$ cat config.mk
export PLATFORM = sky130hd
export DESIGN_NAME = apv_top
export DESIGN_NICKNAME = d
export VERILOG_FILES = /design/src/rtl/apv_pkg.sv /design/src/rtl/apv_cfg_if.sv /design/src/rtl/apv_top.sv /design/src/rtl/apv_cfg_mem.sv /design/src/rtl/apv_sec_tick.sv
export SDC_FILE = /design/constraint.sdc
export NUM_CORES = 1
export LEC_CHECK = 0
export ABC_AREA = 1
export BUFFER_PORTS_ARGS = -buffer_cell sky130_fd_sc_hd__buf_4
export CAP_MARGIN = 5
export CORE_MARGIN = 3
export CORE_UTILIZATION = 30
export DETAILED_ROUTE_END_ITERATION = 8
export GPL_ROUTABILITY_DRIVEN = 0
export GPL_TIMING_DRIVEN = 0
export SLEW_MARGIN = 20
export SYNTH_ARGS = -nofsm -noshare
export SYNTH_HDL_FRONTEND = slang
export SYNTH_SLANG_ARGS = --single-unit
$ cat constraint.sdc
create_clock -name clk_sys -period 5.8 [get_ports clk_sys]
set_input_delay 1.45 -clock clk_sys [delete_from_list [all_inputs] [get_ports clk_sys]]
set_output_delay 1.45 -clock clk_sys [all_outputs]
set_load 0.005 [all_outputs]
$ cat src/rtl/apv_pkg.sv
// package of constants for the alarm point verification block
// Operation
// - each point maps to one of 16 functions
// - shorted loop always means alarm
// - per point open loop: alarm or trouble
// - per point output zone 01 to 50
// - first verified activation held from annunciation
// - reset point, alarm only on second activation
// - verify delay is the retard period, with the one second supply reset inside it
// - verify only fire smoke points, not others
// - verification enable kept per point
// - other alarms during cycle annunciate at once
// - one system wide verification timer
// - retard 6 to 21 s then 60 s confirm
// - retard period defaults to 11 seconds
// - addressable verified point gets reset command
// - zone 59 active during verification period
// - retard interval always below 30 seconds
// - verify only onboard four and addressable smokes
// - four smoke loops or one four wire loop
// - non latching alarm clears on standby, supply untouched
// - latching alarm holds until manual system reset
package apv_pkg;
  localparam int APV_NPTS = 8;
  localparam int APV_PW = 3;
  localparam int APV_NFUNC = 16;
  localparam int APV_FW = 4;
  localparam int APV_ZW = 6;
  localparam int APV_ZONE_MIN = 1;
  localparam int APV_ZONE_MAX = 50;
  localparam logic [5:0] APV_VERIF_ZONE = 6'h3b;
  localparam int APV_CLK_HZ = 40000000;
  localparam int APV_SW = 5;
  localparam logic [4:0] APV_RRR_MIN_S = 5'h06;
  localparam logic [4:0] APV_RRR_MAX_S = 5'h15;
  localparam logic [4:0] APV_RRR_DEF_S = 5'h0b;
  localparam int APV_RRR_LIMIT_S = 30;
  localparam logic [6:0] APV_CONFIRM_S = 7'h3c;
  localparam int APV_SUPPLY_RST_S = 1;
  localparam int APV_SUPPLY_RST_CYC = APV_SUPPLY_RST_S * APV_CLK_HZ;
  localparam int APV_ONBOARD = 4;
  // loop states
  localparam logic [1:0] APV_LOOP_NORMAL = 2'h0;
  localparam logic [1:0] APV_LOOP_OPEN = 2'h1;
  localparam logic [1:0] APV_LOOP_SHORT = 2'h2;
  localparam logic [1:0] APV_LOOP_ACTIVE = 2'h3;
  // function kinds
  localparam logic [1:0] APV_KIND_FIRE = 2'h0;
  localparam logic [1:0] APV_KIND_WATER = 2'h1;
  localparam logic [1:0] APV_KIND_SUPV = 2'h2;
  localparam logic [1:0] APV_KIND_OTHER = 2'h3;
  typedef enum logic [1:0] {APV_IDLE, APV_RRR, APV_CONFIRM} apv_vstate_e;
endpackage

$ cat src/rtl/apv_cfg_if.sv
// interface carrying per point configuration lookups
`timescale 1ns/1ps
`default_nettype none
interface apv_cfg_if;
  import apv_pkg::*;
  logic [APV_PW-1:0] rd_pt;
  logic [APV_FW-1:0] rd_func;
  logic [APV_ZW-1:0] rd_zone;
  logic rd_open_alarm;
  logic rd_verify;
  logic rd_latch;
  modport store (input rd_pt, output rd_func, rd_zone, rd_open_alarm, rd_verify, rd_latch);
  modport user (output rd_pt, input rd_func, rd_zone, rd_open_alarm, rd_verify, rd_latch);
endinterface
`default_nettype wire

$ cat src/rtl/apv_top.sv
// alarm point evaluation and system wide alarm verification
`timescale 1ns/1ps
`default_nettype none
module apv_top
  import apv_pkg::*;
#(
  parameter int CYC_PER_S = APV_CLK_HZ,
  parameter int SUPPLY_RST_S = APV_SUPPLY_RST_S
)
(
  input wire logic clk_sys,
  input wire logic rstn,
  input wire logic ce,
  input wire logic cfg_wr,
  input wire logic [APV_PW-1:0] cfg_pt,
  input wire logic [APV_FW-1:0] cfg_func,
  input wire logic [APV_ZW-1:0] cfg_zone,
  input wire logic cfg_open_alarm,
  input wire logic cfg_verify,
  input wire logic cfg_latch,
  input wire logic func_wr,
  input wire logic [APV_FW-1:0] func_idx,
  input wire logic [1:0] func_kind,
  input wire logic [APV_NPTS-1:0] pt_addressable,
  input wire logic [APV_NPTS-1:0] pt_two_wire,
  input wire logic rrr_wr,
  input wire logic [APV_SW-1:0] rrr_secs,
  input wire logic [2*APV_NPTS-1:0] loop_state,
  input wire logic sys_reset,
  output logic [APV_NPTS-1:0] pt_alarm,
  output logic [APV_NPTS-1:0] pt_trouble,
  output logic [APV_ZW-1:0] alarm_zone,
  output logic alarm_zone_vld,
  output logic [APV_NPTS-1:0] slc_reset_cmd,
  output logic detector_supply_output_off,
  output logic zone59_active,
  output logic [APV_ZW-1:0] zone59_num,
  output logic verify_busy,
  output logic [APV_SW-1:0] rrr_secs_q_out
);
  localparam logic [31:0] SUP_CYC = 32'(SUPPLY_RST_S * CYC_PER_S);

  // ----------------------------------------------------------------
  // input synchronisers
  // ----------------------------------------------------------------
  logic [2*APV_NPTS-1:0] loop_s1_q, loop_s2_q;
  logic rst_s1_q, rst_s2_q;
  always_ff @(posedge clk_sys or negedge rstn)
  begin
    if (!rstn)
    begin
      loop_s1_q <= '0;
      loop_s2_q <= '0;
      rst_s1_q <= 1'b0;
      rst_s2_q <= 1'b0;
    end
    else if (ce)
    begin
      loop_s1_q <= loop_state;
      loop_s2_q <= loop_s1_q;
      rst_s1_q <= sys_reset;
      rst_s2_q <= rst_s1_q;
    end
  end

  // ----------------------------------------------------------------
  // configuration
  // ----------------------------------------------------------------
  apv_cfg_if cfg_bus ();
  logic [APV_PW-1:0] scan_q;
  assign cfg_bus.rd_pt = scan_q;
  apv_cfg_mem u_mem (
    .clk_sys(clk_sys), .rstn(rstn), .ce(ce), .wr_en(cfg_wr), .wr_pt(cfg_pt),
    .wr_func(cfg_func), .wr_zone(cfg_zone), .wr_open_alarm(cfg_open_alarm),
    .wr_verify(cfg_verify), .wr_latch(cfg_latch), .cfg(cfg_bus.store)
  );

  logic [1:0] kind_q [APV_NFUNC];
  always_ff @(posedge clk_sys or negedge rstn)
  begin
    if (!rstn)
    begin
      for (int i = 0; i < APV_NFUNC; i++)
        kind_q[i] <= APV_KIND_FIRE;
    end
    else if (ce && func_wr)
      kind_q[func_idx] <= func_kind;
  end

  logic [APV_SW-1:0] rrr_q;
  always_ff @(posedge clk_sys or negedge rstn)
  begin
    if (!rstn)
      rrr_q <= APV_RRR_DEF_S;
    else if (ce && rrr_wr)
      rrr_q <= (rrr_secs < APV_RRR_MIN_S) ? APV_RRR_MIN_S :
               (rrr_secs > APV_RRR_MAX_S) ? APV_RRR_MAX_S : rrr_secs;
  end

  // ----------------------------------------------------------------
  // scan pipeline: point at scan_q, config arrives one cycle later
  // ----------------------------------------------------------------
  logic [APV_PW-1:0] pt_q;
  always_ff @(posedge clk_sys or negedge rstn)
  begin
    if (!rstn)
    begin
      scan_q <= '0;
      pt_q <= '0;
    end
    else if (ce)
    begin
      scan_q <= scan_q + 3'h1;
      pt_q <= scan_q;
    end
  end

  function automatic logic [1:0] loop_of(input logic [2*APV_NPTS-1:0] v,
                                         input logic [APV_PW-1:0] p);
    loop_of = v[2*p +: 2];
  endfunction

  logic [1:0] cur_loop;
  logic cur_kind_fire, cur_active, cur_open_tr, cur_can_verify;
  always_comb
  begin
    cur_loop = loop_of(loop_s2_q, pt_q);
    cur_kind_fire = (kind_q[cfg_bus.rd_func] == APV_KIND_FIRE);
    // short always alarm, open per point
    cur_active = (cur_loop == APV_LOOP_SHORT) || (cur_loop == APV_LOOP_ACTIVE) ||
                 (cur_loop == APV_LOOP_OPEN && cfg_bus.rd_open_alarm);
    cur_open_tr = (cur_loop == APV_LOOP_OPEN) && !cfg_bus.rd_open_alarm;
    cur_can_verify = cfg_bus.rd_verify && cur_kind_fire &&
                     (pt_addressable[pt_q] ||
                      (pt_two_wire[pt_q] && pt_q < 3'(APV_ONBOARD)) ||
                      (pt_q == 3'h0 && !pt_two_wire[pt_q]));
  end

  // ----------------------------------------------------------------
  // verification sequencer, one for the system
  // ----------------------------------------------------------------
  apv_vstate_e vst_q;
  logic [APV_PW-1:0] vpt_q;
  logic [6:0] vsec_q;
  logic [31:0] sup_q;
  logic tick;
  logic start_v, second_v, confirm_end;
  apv_sec_tick #(.CYC_PER_S(CYC_PER_S)) u_tick (
    .clk_sys(clk_sys), .rstn(rstn), .ce(ce), .clr(start_v), .tick(tick)
  );

  always_comb
  begin
    start_v = (vst_q == APV_IDLE) && cur_active && cur_can_verify && !pt_alarm[pt_q];
    second_v = (vst_q == APV_CONFIRM) && cur_active && (pt_q == vpt_q);
    confirm_end = (vst_q == APV_CONFIRM) && tick && (vsec_q == APV_CONFIRM_S - 7'h1);
  end

  always_ff @(posedge clk_sys or negedge rstn)
  begin
    if (!rstn)
    begin
      vst_q <= APV_IDLE;
      vpt_q <= '0;
      vsec_q <= '0;
    end
    else if (ce)
    begin
      unique case (vst_q)
        APV_IDLE:
        begin
          if (start_v)
          begin
            vst_q <= APV_RRR;
            vpt_q <= pt_q;
            vsec_q <= '0;
          end
        end
        APV_RRR:
        begin
          if (rst_s2_q)
            vst_q <= APV_IDLE;
          else if (tick)
          begin
            if (vsec_q == {2'h0, rrr_q} - 7'h1)
            begin
              vst_q <= APV_CONFIRM;
              vsec_q <= '0;
            end
            else
              vsec_q <= vsec_q + 7'h1;
          end
        end
        APV_CONFIRM:
        begin
          if (second_v || confirm_end || rst_s2_q)
            vst_q <= APV_IDLE;
          else if (tick)
            vsec_q <= vsec_q + 7'h1;
        end
        default: vst_q <= APV_IDLE;
      endcase
    end
  end

  always_ff @(posedge clk_sys or negedge rstn)
  begin
    if (!rstn)
    begin
      sup_q <= '0;
      slc_reset_cmd <= '0;
      detector_supply_output_off <= 1'b0;
    end
    else if (ce)
    begin
      slc_reset_cmd <= '0;
      if (start_v)
      begin
        if (pt_addressable[pt_q])
          slc_reset_cmd[pt_q] <= 1'b1;
        else
        begin
          sup_q <= SUP_CYC;
          detector_supply_output_off <= 1'b1;
        end
      end
      else if (sup_q != 32'h0)
        sup_q <= sup_q - 32'h1;
      else
        detector_supply_output_off <= 1'b0;
    end
  end

  // ----------------------------------------------------------------
  // point status and annunciation
  // ----------------------------------------------------------------
  logic in_verify;
  assign in_verify = (vst_q != APV_IDLE);

  always_ff @(posedge clk_sys or negedge rstn)
  begin
    if (!rstn)
    begin
      pt_alarm <= '0;
      pt_trouble <= '0;
      alarm_zone <= '0;
      alarm_zone_vld <= 1'b0;
    end
    else if (ce)
    begin
      alarm_zone_vld <= 1'b0;
      pt_trouble[pt_q] <= cur_open_tr;
      if (rst_s2_q)
        pt_alarm <= '0;
      else if (cur_active && !pt_alarm[pt_q] && !start_v &&
               !(in_verify && pt_q == vpt_q && !second_v))
      begin
        pt_alarm[pt_q] <= 1'b1;
        alarm_zone <= cfg_bus.rd_zone;
        alarm_zone_vld <= 1'b1;
      end
      else if (!cur_active && cur_loop == APV_LOOP_NORMAL && !cfg_bus.rd_latch)
        pt_alarm[pt_q] <= 1'b0;
    end
  end

  always_ff @(posedge clk_sys or negedge rstn)
  begin
    if (!rstn)
    begin
      zone59_active <= 1'b0;
      zone59_num <= '0;
      verify_busy <= 1'b0;
      rrr_secs_q_out <= APV_RRR_DEF_S;
    end
    else if (ce)
    begin
      zone59_active <= in_verify || start_v;
      zone59_num <= APV_VERIF_ZONE;
      verify_busy <= in_verify || start_v;
      rrr_secs_q_out <= rrr_q;
    end
  end
endmodule
`default_nettype wire

$ cat src/rtl/apv_cfg_mem.sv
// per point configuration memory with registered read
`timescale 1ns/1ps
`default_nettype none
module apv_cfg_mem
  import apv_pkg::*;
(
  input wire logic clk_sys,
  input wire logic rstn,
  input wire logic ce,
  input wire logic wr_en,
  input wire logic [APV_PW-1:0] wr_pt,
  input wire logic [APV_FW-1:0] wr_func,
  input wire logic [APV_ZW-1:0] wr_zone,
  input wire logic wr_open_alarm,
  input wire logic wr_verify,
  input wire logic wr_latch,
  apv_cfg_if.store cfg
);
  localparam int W = APV_FW + APV_ZW + 3;
  logic [W-1:0] mem_q [APV_NPTS];
  logic [W-1:0] rd_q;

  always_ff @(posedge clk_sys or negedge rstn)
  begin
    if (!rstn)
    begin
      for (int i = 0; i < APV_NPTS; i++)
        mem_q[i] <= {4'h9, 6'h01, 1'b0, 1'b0, 1'b1};
    end
    else if (ce && wr_en)
    begin
      mem_q[wr_pt] <= {wr_func,
        (wr_zone < 6'(APV_ZONE_MIN) || wr_zone > 6'(APV_ZONE_MAX)) ? 6'h01 : wr_zone,
        wr_open_alarm, wr_verify, wr_latch};
    end
  end

  always_ff @(posedge clk_sys or negedge rstn)
  begin
    if (!rstn)
      rd_q <= '0;
    else if (ce)
      rd_q <= mem_q[cfg.rd_pt];
  end

  assign {cfg.rd_func, cfg.rd_zone, cfg.rd_open_alarm, cfg.rd_verify, cfg.rd_latch} = rd_q;
endmodule
`default_nettype wire

$ cat src/rtl/apv_sec_tick.sv
// one second tick generator
`timescale 1ns/1ps
`default_nettype none
module apv_sec_tick
  import apv_pkg::*;
#(
  parameter int CYC_PER_S = APV_CLK_HZ
)
(
  input wire logic clk_sys,
  input wire logic rstn,
  input wire logic ce,
  input wire logic clr,
  output logic tick
);
  logic [31:0] cnt_q;
  always_ff @(posedge clk_sys or negedge rstn)
  begin
    if (!rstn)
    begin
      cnt_q <= '0;
      tick <= 1'b0;
    end
    else if (ce)
    begin
      tick <= 1'b0;
      if (clr)
        cnt_q <= '0;
      else if (cnt_q == 32'(CYC_PER_S - 1))
      begin
        cnt_q <= '0;
        tick <= 1'b1;
      end
      else
        cnt_q <= cnt_q + 32'h1;
    end
  end
endmodule
`default_nettype wire

==> run_results.csv <==
group,metric,value,unit
synth,synth_largest_area_cell,"sky130_fd_sc_hd__dfrtp_1",
sta,grt_setup_unrepaired,"false",
sta,worst_slew_pin_slew,853,ps
power,p_switching,3180,uW
sta,final.setup_skew,24.1,ps
sta,max_slew_margin,43.1,%
critical_path,critPathCaptureType,"flop",
synth,mappedNetlistNets,2063,
synth,synth_area_per_cell,7.85,sq um
power,leakagePower,0.00862,uW
clock_network,worst_skew_pair.late_latency,550,ps
power,share_seq_of_total_power,38.1,%
layout,final_net_count,2214,
routing,route.detailed.vias_per_inst,4.87,
power,clkPwrFrac,28.1,%
synth,ys_warn_count,0,
sta,totalNegativeSetupSlack,0,ps
synth,synth-xor-area-share,3.76,%
routing,num_vias,13800,
power,power,8360,uW
routing,drt.antenna.violating_nets,0,
clock_network,cts_post_setup_buffers_inserted,0,
layout,syn2layout_area_growth,19.1,%
layout,filler_cell_count,5260,
clock_network,root_buffer,"sky130_fd_sc_hd__clkbuf_16",
power,p_int,5180,uW
layout,postLayoutCellArea,18600,sq um
sta,min_period,3140,ps
synth,yosys.area_share.simple,26.3,%
synth,synth_top_cells_by_area,"sky130_fd_sc_hd__dfrtp_1 44%, sky130_fd_sc_hd__nand2_1 14%, sky130_fd_sc_hd__dfstp_2 6.4%",
run,max_cap_viol_count,0,
sta,timing.final.crit_share,54.1,%
grt,overflow,0,
routing,drt_pass1_iterations,5,
power,swShare,38.0,%
floorplan,row_count,82,
critical_path,critPathRequiredTime,6200,ps
clock_network,clk_transition_reported_paths,60,ps
clock_network,cts_tree,"yes",
grt,groute.usage.overall,16.7,%
placement,place.port_buffers,109,
synth,syn-cell-area,15600,sq um
clock_network,clock_sinks,310,
routing,first_iter_violations,1065,
outcome,status,"finished clean",
critical_path,critical-path-top-cell-by-count,"sky130_fd_sc_hd__clkbuf_1",
clock_network,cts-resized-gates,0,
power,pwr-share-comb,33.9,%
critical_path,critical-path-slowest-cell,"sky130_fd_sc_hd__clkbuf_1",
synth,synth_cells,1987,
clock_network,cts_hold_buffers,0,
synth,largest_family_of_logic_cells_by_synthesized_area,"simple AND/OR/NAND/NOR gates",
synth,synth_compound_gate_area_share,12.2,%
placement,dp_hpwl,33400,um
placement,post_dp_cell_area,17300,sq um
sta,report.final.hold_viol_count,0,
layout,post_route_cells_drive_above_1_share,12.1,%
clock_network,cts.htree.levels,2,
floorplan,die-height,234,um
floorplan,core_area,50800,sq um
floorplan,initial_utilization,30.7,%
routing,finalWirelength,45300,um
synth,portion_of_synthesized_cell_area_occupied_by_the_leading_cell_type,43.7,%
grt,initial_antenna_violation_count,0,
critical_path,largest_fanout_on_the_critical_path,10,
power,maximum_vdd_ir_drop,0.168,mV
synth,postSynthRegisterBits,310,
grt,vias_in_the_first_global_route,13700,
synth,number_of_distinct_library_cells_after_synthesis,43,
critical_path,timing.setup.critical_path_class,"in2reg",
critical_path,slowest_delay,660,ps
critical_path,crit_chain,"buf_4 > clkbuf_1 > clkbuf_1 > clkbuf_1 > o22ai_1",
routing,drcViolationCount,0,
hold_path,timing.hold.worst.class,"reg2reg",
power,power.density,450,nW/um^2
synth,synthAdderAreaFrac,0.803,%
placement,place.detailed.instances,2771,
routing,route.detailed.wl_per_inst,16.0,um
sta,timing.hold.ws,468,ps
synth,seq_area_frac_synth,50.1,%
critical_path,cp_data_arrival_time,3540,ps
critical_path,worst_setup_path_start_kind,"input pin",
sta,maxSlewViolCount,0,
clock_network,clockBufferDepth,3,
clock_network,numCtsBuffers,37,
sta,finalSetupViolCount,0,
grt,largest_net_degree_at_the_start_of_global_routing,102,
sta,fmax,0.318,GHz
layout,antenna-diode-count,0,
floorplan,die_width,234,um
floorplan,floorplan.io_pins,111,
grt,grt_pass1_wl,72900,um
layout,stdcell_count,2838,
floorplan,die_area,54700,sq um
synth,synth.area.mux_share,0.0642,%
## per-stage QoR
step           setup slack (ps)  util [%]
3_5_place_dp               2050      34.1
2_1_floorplan              2990         -
6_report                   2660      36.6
4_1_cts                    2670      36.6
3_3_place_gp                494      34.0
5_1_grt                    2530      36.6
## cells in the final DEF, fill, tap and decap left out, drive strengths merged, types with 2 or more instances in the layout
master	n
dfstp	38
nor4	10
dfrtp	272
a21oi	58
clkbuf	120
nor2	227
clkinvlp	3
clkinv	6
o31ai	8
nor3	33
o21ai	216
o221ai	3
or2	3
o211ai	12
ha	10
xor2	42
xnor2	25
nand2	589
nand3	94
o22ai	50
buf	141
nand4	37
inv	157
nand3b	2
bufinv	2
## worst max-delay path: cells and delay by family
kind	cells	cell delay, ps
buffers and inverters	4	1900
AOI/OAI and AO/OA	1	180
## cell usage after synthesis (all sizes together)
library cell / instances
ha: 10
a21boi: 1
mux2i: 1
dfstp: 38
o211ai: 12
nor3: 33
a22oi: 1
o22ai: 50
dfrtp: 272
nor4: 10
nand3: 94
clkbuf: 63
conb: 1
buf: 29
o31ai: 8
o221ai: 3
o21a: 1
a41oi: 1
nor2: 227
a21oi: 58
o2111ai: 1
nand4: 37
clkinv: 2
nand2: 589
nand3b: 2
inv: 156
xor2: 42
or2: 3
xnor2: 25
o21ai: 216
and2: 1
## power by group through the flow
| stage | clock, uW | combinational (uW) | sequential (uW) |
|---|---|---|---|
| final | 2340 | 2830 | 3180 |
| after global placement | 0 | 2760 | 3190 |
| after CTS | 2400 | 2830 | 3170 |
| after global routing | 2490 | 3210 | 3250 |
| after floorplan | 0 | 1940 | 3070 |
| after detailed placement | 0 | 2820 | 3200 |
## flip-flops by register name, indices dropped and copies added, names as in the netlist, 2 cells and up
register and flops:
loop_s2_q 16, vpt_q 3, pt_trouble 8, u_mem.rd_q 13, kind_q 32, loop_s1_q 16, vst_q 2, rrr_secs_q_out 5
pt_alarm 8, u_tick.cnt_q 32, slc_reset_cmd 8, sup_q 32, vsec_q 7, pt_q 3, u_mem.mem_q 104, alarm_zone 6
cfg_bus.rd_pt 3, rrr_q 5
## area by class of cell
type | instances | area [sq um] | area share [%]
Sequential cell | 310 | 7800 | 42.0
Multi-Input combinational cell | 1427 | 6730 | 36.3
Clock buffer | 57 | 1110 | 6.00
Timing Repair Buffer | 112 | 908 | 4.89
Tap cell | 672 | 841 | 4.53
Inverter | 158 | 596 | 3.21
Buffer | 92 | 457 | 2.46
Clock inverter | 10 | 115 | 0.620
## logic make-up after synthesis
| group | Yosys count |
|---|---|
| buffers and inverters | 250 |
| other | 1 |
| AOI/OAI and AO/OA | 352 |
| xor gates and xnor gates | 67 |
| muxes | 1 |
| and+or+nand+nor | 996 |
| adders and majority gates | 10 |
| DFF | 310 |
## worst paths after layout
| kind | slack (ps) | endpoint | startpoint | depth (start not counted) |
|---|---|---|---|---|
| min | 470 | loop_s2_q[9]$_DFFE_PN0P_ | loop_s1_q[9]$_DFFE_PN0P_ | 2 |
| max | 2660 | u_tick.cnt_q[7]$_DFFE_PN0P_ | ce | 5 |
| min reg2reg | 470 | loop_s2_q[9]$_DFFE_PN0P_ | loop_s1_q[9]$_DFFE_PN0P_ | 2 |
| max reg2reg | 3100 | slc_reset_cmd[1]$_DFFE_PN0P_ | pt_q[0]$_DFFE_PN0P_ | 15 |
| min in group asynchronous | 800 | u_mem.mem_q[37]$_DFFE_PN0P_ | rstn | 1 |
| max in group asynchronous | 3810 | rrr_secs_q_out[3]$_DFFE_PN1P_ | rstn | 3 |
## routing by layer
metal,part of all wire (%),global-route usage (%),vias up
met5,0,0,-
met2,46,27.1,349
met3,7.0,4.09,82
li1,-,-,6762
met4,2.2,4.42,0
met1,44,22.3,6619
(Power assumes the default switching activity.)
